--- config.mk ---
export PLATFORM = sky130hd
export DESIGN_NAME = hpp_port_power
export DESIGN_NICKNAME = d
export VERILOG_FILES = /design/src/rtl/hpp_pkg.sv /design/src/rtl/hpp_port_power.sv
export VERILOG_INCLUDE_DIRS = /design/src /design/src/rtl
export SDC_FILE = /design/constraint.sdc
export NUM_CORES = 1
export LEC_CHECK = 0
export BUFFER_PORTS_ARGS = -buffer_cell sky130_fd_sc_hd__buf_2
export CAP_MARGIN = 20
export CELL_PAD_IN_SITES_DETAIL_PLACEMENT = 1
export CELL_PAD_IN_SITES_GLOBAL_PLACEMENT = 2
export CORE_MARGIN = 3
export CORE_UTILIZATION = 34
export DETAILED_ROUTE_END_ITERATION = 7
export GPL_TIMING_DRIVEN = 0
export MAX_ROUTING_LAYER = met4
export PLACE_DENSITY = 0.76
export SYNTH_ARGS = -nofsm -noshare
export SYNTH_HDL_FRONTEND = slang
export SYNTH_SLANG_ARGS = --single-unit
--- constraint.sdc ---
create_clock -name i_clk_sys -period 2.2 [get_ports i_clk_sys]
set_clock_uncertainty 0.1 [all_clocks]
set_input_delay 0.44 -clock i_clk_sys [delete_from_list [all_inputs] [get_ports i_clk_sys]]
set_output_delay 0.44 -clock i_clk_sys [all_outputs]
set_load 0.1 [all_outputs]
--- src/rtl/hpp_regs.svh ---
`ifndef HPP_REGS_SVH
`define HPP_REGS_SVH

// ============================================================
// Register byte offsets
`define HPP_ADDR_CTRL      8'h00
`define HPP_ADDR_EEPROM    8'h04
`define HPP_ADDR_STATUS    8'h08
`define HPP_ADDR_IRQ_STAT  8'h0c
`define HPP_ADDR_IRQ_MASK  8'h10

// ============================================================
// Field positions
`define HPP_CTRL_PWR_LSB   0
`define HPP_CTRL_SUSP_BIT  4
`define HPP_EE_CLK_BIT     0
`define HPP_EE_DOUT_BIT    1
`define HPP_EE_DOE_BIT     2
`define HPP_EE_DIN_BIT     3
`define HPP_ST_OC_LSB      0
`define HPP_ST_PWR_LSB     4
`define HPP_ST_EXTERNAL_MEMORY_STRAP_BIT  8
`define HPP_ST_GANGED_BIT  9
`define HPP_ST_CLKSRC_BIT  10

// ============================================================
// Reset values
`define HPP_CTRL_RST       5'h00
`define HPP_EE_RST         3'h0
`define HPP_MASK_RST       4'h0

// ============================================================
// Timing
`define HPP_CLK_MHZ        250
`define HPP_OC_FILT_NS     1000
`define HPP_OC_FILT_CYC    ((`HPP_OC_FILT_NS * `HPP_CLK_MHZ) / 1000)
`define HPP_STRAP_SETTLE   2'h3

`endif

--- src/rtl/hpp_pkg.sv ---
`default_nettype none

package hpp_pkg;
  typedef logic [3:0] hpp_port_t;
  typedef enum logic [0:0] {
    HPP_SETTLE,
    HPP_RUN
  } hpp_state_e;
endpackage : hpp_pkg

`default_nettype wire

--- src/rtl/hpp_port_power.sv ---
`include "hpp_regs.svh"
`default_nettype none

module hpp_port_power (
  input  wire logic               i_clk_sys,
  input  wire logic               i_arst_n,
  input  wire logic [7:0]         i_address,
  input  wire logic               i_read,
  input  wire logic               i_write,
  input  wire logic [3:0]         i_byteenable,
  input  wire logic [31:0]        i_writedata,
  output logic      [31:0]        o_readdata,
  output logic                    o_waitrequest,
  output logic                    o_irq,
  input  wire logic               i_external_memory_strap,
  input  wire logic               i_clock_source_strap,
  input  wire hpp_pkg::hpp_port_t i_port_overcurrent_n,
  output hpp_pkg::hpp_port_t      o_port_power_enable_n,
  output logic                    o_suspend_status_out,
  output logic                    o_eeprom_serial_clock_out,
  output logic                    o_eeprom_serial_clock_oe_n,
  input  wire logic               i_shared_data_or_power_group_pin,
  output logic                    o_shared_data_or_power_group_pin,
  output logic                    o_shared_data_or_power_group_oe_n,
  output logic                    o_pll_enable,
  output logic                    o_osc_enable
);
  import hpp_pkg::*;

  // ============================================================
  // Declarations
  logic [1:0]  external_memory_strap_sync_reg;
  logic [1:0]  clksrc_sync_reg;
  logic [1:0]  shared_sync_reg;
  hpp_port_t   oc_meta_reg;
  hpp_port_t   oc_sync_reg;
  logic [8:0]  oc_cnt_reg [4];
  hpp_port_t   oc_filt_reg;
  hpp_port_t   oc_filt_next;
  hpp_port_t   oc_rise;
  hpp_state_e  state_reg;
  logic [1:0]  settle_reg;
  logic        external_memory_strap_reg;
  logic        clksrc_reg;
  logic        ganged_reg;
  logic [4:0]  ctrl_reg;
  logic [2:0]  ee_reg;
  hpp_port_t   irq_mask_reg;
  hpp_port_t   irq_stat_reg;
  hpp_port_t   pwr_on;
  logic        wait_reg;
  logic        take_wr;
  logic        take_rd;
  logic [31:0] rd_next;

  // Index-free full-width equality check of a byte address against a register offset
  function automatic logic hpp_hit(input logic [7:0] addr, input logic [7:0] offs);
    hpp_hit = (addr == offs);
  endfunction : hpp_hit

  // ============================================================
  // Pin synchronisers
  always_ff @(posedge i_clk_sys or negedge i_arst_n) begin
    if (!i_arst_n) begin
      external_memory_strap_sync_reg <= 2'h3;
      clksrc_sync_reg <= 2'h0;
      shared_sync_reg <= 2'h0;
      oc_meta_reg     <= 4'hf;
      oc_sync_reg     <= 4'hf;
    end else begin
      external_memory_strap_sync_reg <= {external_memory_strap_sync_reg[0], i_external_memory_strap};
      clksrc_sync_reg <= {clksrc_sync_reg[0], i_clock_source_strap};
      shared_sync_reg <= {shared_sync_reg[0], i_shared_data_or_power_group_pin};
      oc_meta_reg     <= i_port_overcurrent_n;
      oc_sync_reg     <= oc_meta_reg;
    end
  end

  // ============================================================
  // Strap capture after reset release
  // Straps are caught once; the select must not move while running
  always_ff @(posedge i_clk_sys or negedge i_arst_n) begin
    if (!i_arst_n) begin
      state_reg  <= HPP_SETTLE;
      settle_reg <= 2'h0;
      external_memory_strap_reg <= 1'b1;
      clksrc_reg <= 1'b0;
      ganged_reg <= 1'b0;
    end else begin
      case (state_reg)
        HPP_SETTLE: begin
          settle_reg <= settle_reg + 2'h1;
          if (settle_reg == `HPP_STRAP_SETTLE) begin
            external_memory_strap_reg <= external_memory_strap_sync_reg[1];
            clksrc_reg <= clksrc_sync_reg[1];
            ganged_reg <= external_memory_strap_sync_reg[1] & shared_sync_reg[1];
            state_reg  <= HPP_RUN;
          end
        end
        HPP_RUN: begin
          state_reg <= HPP_RUN;
        end
        default: begin
          state_reg <= HPP_SETTLE;
        end
      endcase
    end
  end

  // ============================================================
  // Overcurrent filter
  // Any high sample restarts the count, so a fault must be low for the whole window
  always_ff @(posedge i_clk_sys or negedge i_arst_n) begin
    if (!i_arst_n) begin
      for (int i = 0; i < 4; i++) begin
        oc_cnt_reg[i] <= 9'h000;
      end
    end else begin
      for (int i = 0; i < 4; i++) begin
        if (oc_sync_reg[i]) begin
          oc_cnt_reg[i] <= 9'h000;
        end else if (oc_cnt_reg[i] != 9'(`HPP_OC_FILT_CYC)) begin
          oc_cnt_reg[i] <= oc_cnt_reg[i] + 9'h001;
        end
      end
    end
  end

  always_comb begin
    for (int i = 0; i < 4; i++) begin
      oc_filt_next[i] = (oc_cnt_reg[i] == 9'(`HPP_OC_FILT_CYC));
    end
  end

  always_ff @(posedge i_clk_sys or negedge i_arst_n) begin
    if (!i_arst_n) begin
      oc_filt_reg <= 4'h0;
    end else begin
      oc_filt_reg <= oc_filt_next;
    end
  end

  assign oc_rise = oc_filt_next & ~oc_filt_reg;

  // ============================================================
  // Port power
  always_comb begin
    if (state_reg != HPP_RUN) begin
      pwr_on = 4'h0;
    end else if (ganged_reg) begin
      pwr_on = (ctrl_reg[`HPP_CTRL_PWR_LSB] && !(|oc_filt_next)) ? 4'hf : 4'h0;
    end else begin
      pwr_on = ctrl_reg[`HPP_CTRL_PWR_LSB +: 4] & ~oc_filt_next;
    end
  end

  always_ff @(posedge i_clk_sys or negedge i_arst_n) begin
    if (!i_arst_n) begin
      o_port_power_enable_n <= 4'hf;
    end else begin
      o_port_power_enable_n <= ~pwr_on;
    end
  end

  // ============================================================
  // Serial memory pins, clock source and suspend
  // Outputs of the pin group are registered; enables are low while driving
  always_ff @(posedge i_clk_sys or negedge i_arst_n) begin
    if (!i_arst_n) begin
      o_eeprom_serial_clock_out         <= 1'b0;
      o_eeprom_serial_clock_oe_n        <= 1'b1;
      o_shared_data_or_power_group_pin  <= 1'b0;
      o_shared_data_or_power_group_oe_n <= 1'b1;
      o_pll_enable                      <= 1'b0;
      o_osc_enable                      <= 1'b0;
      o_suspend_status_out              <= 1'b0;
    end else begin
      o_eeprom_serial_clock_out         <= !external_memory_strap_reg && ee_reg[`HPP_EE_CLK_BIT];
      o_eeprom_serial_clock_oe_n        <= external_memory_strap_reg;
      o_shared_data_or_power_group_pin  <= !external_memory_strap_reg && ee_reg[`HPP_EE_DOUT_BIT];
      o_shared_data_or_power_group_oe_n <= external_memory_strap_reg || !ee_reg[`HPP_EE_DOE_BIT];
      o_pll_enable                      <= (state_reg == HPP_RUN) && !clksrc_reg;
      o_osc_enable                      <= (state_reg == HPP_RUN) && !clksrc_reg;
      o_suspend_status_out              <= ctrl_reg[`HPP_CTRL_SUSP_BIT];
    end
  end

  // ============================================================
  // Avalon-MM slave
  // Every access waits one cycle, then completes with waitrequest low for one cycle
  assign take_wr = i_write && !wait_reg;
  assign take_rd = i_read && !wait_reg;

  always_ff @(posedge i_clk_sys or negedge i_arst_n) begin
    if (!i_arst_n) begin
      wait_reg <= 1'b1;
    end else if ((i_read || i_write) && wait_reg) begin
      wait_reg <= 1'b0;
    end else begin
      wait_reg <= 1'b1;
    end
  end

  assign o_waitrequest = wait_reg;

  always_comb begin
    rd_next = 32'h0000_0000;
    if (hpp_hit(i_address, `HPP_ADDR_CTRL)) begin
      rd_next[4:0] = ctrl_reg;
    end else if (hpp_hit(i_address, `HPP_ADDR_EEPROM)) begin
      rd_next[2:0] = ee_reg;
      rd_next[`HPP_EE_DIN_BIT] = shared_sync_reg[1];
    end else if (hpp_hit(i_address, `HPP_ADDR_STATUS)) begin
      rd_next[`HPP_ST_OC_LSB +: 4]  = oc_filt_reg;
      rd_next[`HPP_ST_PWR_LSB +: 4] = ~o_port_power_enable_n;
      rd_next[`HPP_ST_EXTERNAL_MEMORY_STRAP_BIT]   = external_memory_strap_reg;
      rd_next[`HPP_ST_GANGED_BIT]   = ganged_reg;
      rd_next[`HPP_ST_CLKSRC_BIT]   = clksrc_reg;
    end else if (hpp_hit(i_address, `HPP_ADDR_IRQ_STAT)) begin
      rd_next[3:0] = irq_stat_reg;
    end else if (hpp_hit(i_address, `HPP_ADDR_IRQ_MASK)) begin
      rd_next[3:0] = irq_mask_reg;
    end
  end

  always_ff @(posedge i_clk_sys or negedge i_arst_n) begin
    if (!i_arst_n) begin
      o_readdata <= 32'h0000_0000;
    end else if (i_read && wait_reg) begin
      o_readdata <= rd_next;
    end
  end

  always_ff @(posedge i_clk_sys or negedge i_arst_n) begin
    if (!i_arst_n) begin
      ctrl_reg     <= `HPP_CTRL_RST;
      ee_reg       <= `HPP_EE_RST;
      irq_mask_reg <= `HPP_MASK_RST;
    end else if (take_wr && i_byteenable[0]) begin
      if (hpp_hit(i_address, `HPP_ADDR_CTRL)) begin
        ctrl_reg <= i_writedata[4:0];
      end
      if (hpp_hit(i_address, `HPP_ADDR_EEPROM)) begin
        ee_reg <= i_writedata[2:0];
      end
      if (hpp_hit(i_address, `HPP_ADDR_IRQ_MASK)) begin
        irq_mask_reg <= i_writedata[3:0];
      end
    end
  end

  // ============================================================
  // Interrupts
  // Only the bits returned by the read are cleared, and a new trip wins
  always_ff @(posedge i_clk_sys or negedge i_arst_n) begin
    if (!i_arst_n) begin
      irq_stat_reg <= 4'h0;
    end else if (take_rd && hpp_hit(i_address, `HPP_ADDR_IRQ_STAT)) begin
      irq_stat_reg <= (irq_stat_reg & ~o_readdata[3:0]) | oc_rise;
    end else begin
      irq_stat_reg <= irq_stat_reg | oc_rise;
    end
  end

  always_ff @(posedge i_clk_sys or negedge i_arst_n) begin
    if (!i_arst_n) begin
      o_irq <= 1'b0;
    end else begin
      o_irq <= |(irq_stat_reg & irq_mask_reg);
    end
  end

endmodule : hpp_port_power

`default_nettype wire

Word-level counts from Yosys, hierarchy flattened
Cells that the tools add are included.
{ "classes": {"n_addsub": 5, "eq_ne": 13, "mux": 23, "bitwise": 13, "reduce_logical": 28} }
{ "ops": {"columns": ["op", "n"], "rows": [
  ["$mux 9", 8],
  ["$add 9x1->9 const B", 4],
  ["$eq 9x8->1 const B", 4],
  ["$ne 9x8->1 const B", 4],
  ["$mux 4", 8],
  ["$not 4->4", 5],
  ["$and 4x4->4", 4],
  ["$eq 8x4->1 const B", 2],
  ["$mux 7", 2],
  ["$logic_and 1x1->1", 10],
  ["$eq 8x3->1 const B", 1],
  ["$eq 8x5->1 const B", 1],
  ["$logic_not 8->1", 1],
  ["$or 4x4->4", 2],
  ["$reduce_and 2->1", 4],
  ["$reduce_bool 2->1", 4],
  ["$reduce_or 4->1", 2],
  ["$mux 6", 1],
  ["$logic_not 1->1", 5],
  ["$mux 5", 1],
  ["$add 2x1->2 const B", 1],
  ["$eq 2x2->1 const B", 1],
  ["$logic_or 1x1->1", 2],
  ["$mux 1", 2],
  ["other kinds (3)", 3]
]} }
{ "word_totals": {"register_bits": 99, "input_bits": 55, "wordCells": 111} }

Longest topological paths before layout
{ "logic_depth": {"depth_word": 8, "ltp_mapped": 8, "depth_no_buf": 7} }

Least setup slack after synthesis
Ideal clock, no wire load.
{ "synth_path": {"path_type": "in2reg", "from": "input i_address[5]", "to": "register ee_reg[0]", "setup_time_ps": 125, "arrival_time_ps": 1680, "required_time_ps": 1975, "path_slack_ps": 295, "path_stages": 4, "path_cell_list": "or4_4 -> nor2_2 -> nand4_2 -> mux2_2"} }
{ "synth_between": {"elab_chain_len": 2} }
{ "synth_lines": {"columns": ["element", "line_no", "source"], "rows": [
  ["start: declaration", "hpp_port_power.sv:7", "input wire logic [7:0] i_address,"],
  ["$eq 8x3->1", "hpp_port_power.sv:58", "hpp_hit = (addr == offs);"],
  ["$reduce_and 2->1 (no source line)", null, null],
  ["end signal: assignment", "hpp_port_power.sv:237", "ee_reg <= `HPP_EE_RST;"],
  ["end signal: assignment", "hpp_port_power.sv:244", "ee_reg <= i_writedata[2:0];"],
  ["end: declaration", "hpp_port_power.sv:47", "logic [2:0] ee_reg;"]
]} }
No other way between the ends.
A chain may end at the register's enable or synchronous reset.

Final worst setup path
{ "layout_path": {"from": "input i_address[5]", "to": "register irq_stat_reg[0]"} }
{ "layout_between": {"elab_chain_len": 3} }
{ "layout_lines": {"columns": ["element", "line_no", "source"], "rows": [
  ["$eq 8x4->1", "hpp_port_power.sv:58", null],
  ["$logic_and 1x1->1", "hpp_port_power.sv:258", "end else if (take_rd && hpp_hit(i_address, `HPP_ADDR_IRQ_STAT)) begin"],
  ["$mux 4", "hpp_port_power.sv:258", null],
  ["end signal: assignment", "hpp_port_power.sv:259", "irq_stat_reg <= (irq_stat_reg & ~o_readdata[3:0]) | oc_rise;"],
  ["end signal: assignment", "hpp_port_power.sv:261", "irq_stat_reg <= irq_stat_reg | oc_rise;"],
  ["end: declaration", "hpp_port_power.sv:49", "hpp_port_t irq_stat_reg;"]
]} }
No other way between the ends.

==> flow_metrics.py <==
metrics = {
    "timing": {
        "totalNegativeSetupSlack_ps": 0,
        "finalSetupViolCount": 0,
        "tightest_slew_ps": 1000,
        "fmax_ghz": 0.470,
        "slew_viol_final": 0,
        "relSlewSlack": 0.325,
        "post-route-period-util": 0.967,
        "layout_min_cycle_time_ps": 2130,
        "layout_setup_ws_ps": 72.2,
        "hold_viol": 0,
        "rsz0062_at_grt": "no",
    },
    "layout": {
        "insertedDiodeCount": 0,
        "final_common_cell": "dfrtp_1",
        "drive_gt1_frac": 0.279,
        "largest_reg_flops": 36,
        "nNetsFinal": 529,
        "final_cell_mix": "dfrtp_1, buf_2, nand2_1",
        "area_growth_pct": 19.7,
    },
    "synthesis": {
        "syn_inst": 386,
        "ys_seq_area_frac": 0.574,
        "yosysUniqueCellTypes": 44,
        "ys.flop_type": "dfrtp_1",
        "ys_warn_count": 0,
        "synthArstFlopShare": 1.00,
        "synth_seq_cells": 99,
        "synth_edf_count": 0,
        "syn_area_sq_um": 4360,
        "avgSynthCellArea_sq_um": 11.3,
    },
    "power": {
        "p_per_area_nw_per_um2": 763,
        "ir_drop_v": 0.000341,
        "leakage_nw": 2.43,
    },
    "placed_design": {
        "dpl_worst_slack_ps": -264,
        "port_buffers": 46,
        "gp_congestion": 0.809,
        "place_hpwl_um": 7180,
    },
    "setup_path": {
        "critPathBufInv": 1,
        "setup.worst_path.class": "in2reg",
        "crit_slowest_cell": "nor4_1",
        "worstPathArrival_ps": 2260,
        "crit_chain": "buf_2, or4_4, nor4_1, nand2_1, o2bb2ai_1",
        "crit_path_start_kind": "primary input",
        "slowest_delay_ps": 840,
        "critPathMaxFanout": 5,
        "crit_required_ps": 2330,
        "crit_family": "simple AND/OR/NAND/NOR gates",
        "end_kind": "register",
    },
    "floorplan": {
        "placementRows": 40,
        "die_y_um": 119,
        "start_util": 0.355,
        "pin_count": 100,
        "dieArea_sq_um": 14200,
        "die_w_um": 119,
        "coreArea_sq_um": 12300,
    },
    "drt": {
        "drt_first_pass_iters": 4,
        "vias_per_cell": 4.83,
        "ant_nets": 0,
        "drc": 0,
        "via_count": 3083,
        "routed_wl_um": 9900,
        "drtIter0Drc": 175,
        "post_drt_wl_per_cell_um": 15.5,
    },
    "grt": {
        "grt_pass1_wl_um": 16700,
        "globalRouteOverflowTotal": 0,
        "antenna_found_initial": 0,
        "first_global_vias": 3235,
        "grt.total_usage": 0.154,
        "grt_max_degree": 62,
    },
    "outcome": {
        "outcome": "complete, no violations",
    },
    "clock_network": {
        "cts_hold_buffers": 1,
        "path_clk_slew_ps": 70,
        "cts_max_path_buffers": 2,
        "h-tree-depth": 3,
        "cts_tree": "yes",
        "insertion_delay_ps": 350,
        "post-cts-setup-buffers": 0,
        "root_buffer": "clkbuf_16",
        "ctsResizeCount": 0,
        "cts.sinks": 99,
        "cts_buffers": 9,
    },
    "flow_run": {
        "maxCapViolCount": 0,
    },
    "worst_hold_path": {
        "hold_class": "in2reg",
    },
}
## final cells by class
cell class                 instances  area, sq um
buffer                            33          209
tap                              168          210
fill                            1389         7050
timing repair buffer              48          270
sequential                        99         2500
clock buffer                      10          229
inverter                          12         45.0
clock inverter                     6         72.6
multi-input combinational        262         1680
## power by group
part	internal [mW]	total (mW)	leakage, nW	switching, mW
logic	0.0986	0.442	1.01	0.344
clock network	0.899	1.63	0.149	0.727
registers	1.88	1.91	1.27	0.0368
total	2.87	3.98	2.43	1.11
## synthesized netlist by cell type, types with 3 or more instances
cell | instances | area, sq um
clkbuf_1 | 6 | 22.5
and3_1 | 7 | 43.8
nor2_1 | 27 | 101
nand2_1 | 35 | 131
a21oi_1 | 12 | 60.1
nand4_1 | 6 | 37.5
dfstp_2 | 18 | 473
nor3_1 | 4 | 20.0
o21ai_0 | 12 | 60.1
or3_1 | 9 | 56.3
nand2b_1 | 7 | 43.8
nand3b_1 | 4 | 30.0
dfrtp_1 | 81 | 2030
o21ai_2 | 4 | 35.0
a211oi_1 | 4 | 30.0
buf_4 | 22 | 165
xor2_1 | 6 | 52.6
buf_1 | 3 | 11.3
inv_1 | 12 | 45.0
or4_1 | 3 | 22.5
o31ai_1 | 7 | 52.6
xnor2_1 | 15 | 131
mux2_2 | 15 | 169
nand3_1 | 11 | 55.1
nor2b_1 | 5 | 31.3
o22ai_1 | 4 | 25.0
a22oi_1 | 6 | 45.0
or2_2 | 3 | 18.8
mux2i_1 | 4 | 40.0
o2bb2ai_1 | 8 | 70.1
ha_1 | 9 | 113
## logic make-up after synthesis
| group | count (synthesis) | synth area share |
|---|---|---|
| buf+inv | 45 | 0.0583 |
| compound gates | 62 | 0.0968 |
| other cells | 1 | 0.000861 |
| simple gates | 130 | 0.154 |
| mux | 19 | 0.0479 |
| xor+xnor | 21 | 0.0422 |
| flops | 99 | 0.574 |
| fa+ha+maj | 9 | 0.0258 |
## worst paths after layout
kind                                    startpoint                                 to  slack (ps)  depth (start not counted)
max in group asynchronous                 i_arst_n                     oc_meta_reg[0]         760                          3
max                                   i_address[5]                    irq_stat_reg[0]          70                          5
min                        i_external_memory_strap  external_memory_strap_sync_reg[0]          80                          1
max reg2reg                          oc_cnt_reg[9]           o_port_power_enable_n[0]         250                          8
min in group asynchronous                 i_arst_n                          ee_reg[0]         510                          2
min reg2reg                         oc_meta_reg[2]                     oc_sync_reg[2]         260                          0
## metrics by stage
stage	utilization	hold WS (ps)	instance area (sq um)	power, mW	instances
2_1_floorplan	-	44.4	4430	2.28	406
3_3_place_gp	0.397	235	4870	2.38	620
3_5_place_dp	0.400	247	4900	2.39	621
4_1_cts	0.425	59.6	5220	4.04	638
5_1_grt	0.425	61.3	5220	4.16	638
6_report	0.425	76.1	5220	3.98	638
## metal layers
layer	vias to the layer above	global-route usage	share of wire
met5	-	-	0
met2	60	0.243	0.48
met3	14	0.0337	0.045
met1	1549	0.193	0.46
met4	0	0.0608	0.019
li1	1460	-	-
## worst register-to-register path: cells and delay by family (launching register included)
kind                     cells  cell delay, ps
flip-flops                   1             410
AO/OA/AOI/OAI                1             170
buffers and inverters        3             510
AND/OR/NAND/NOR              3             520
adder cells (fa/ha/maj)      1             160
Power figures use the tool's default switching activity.
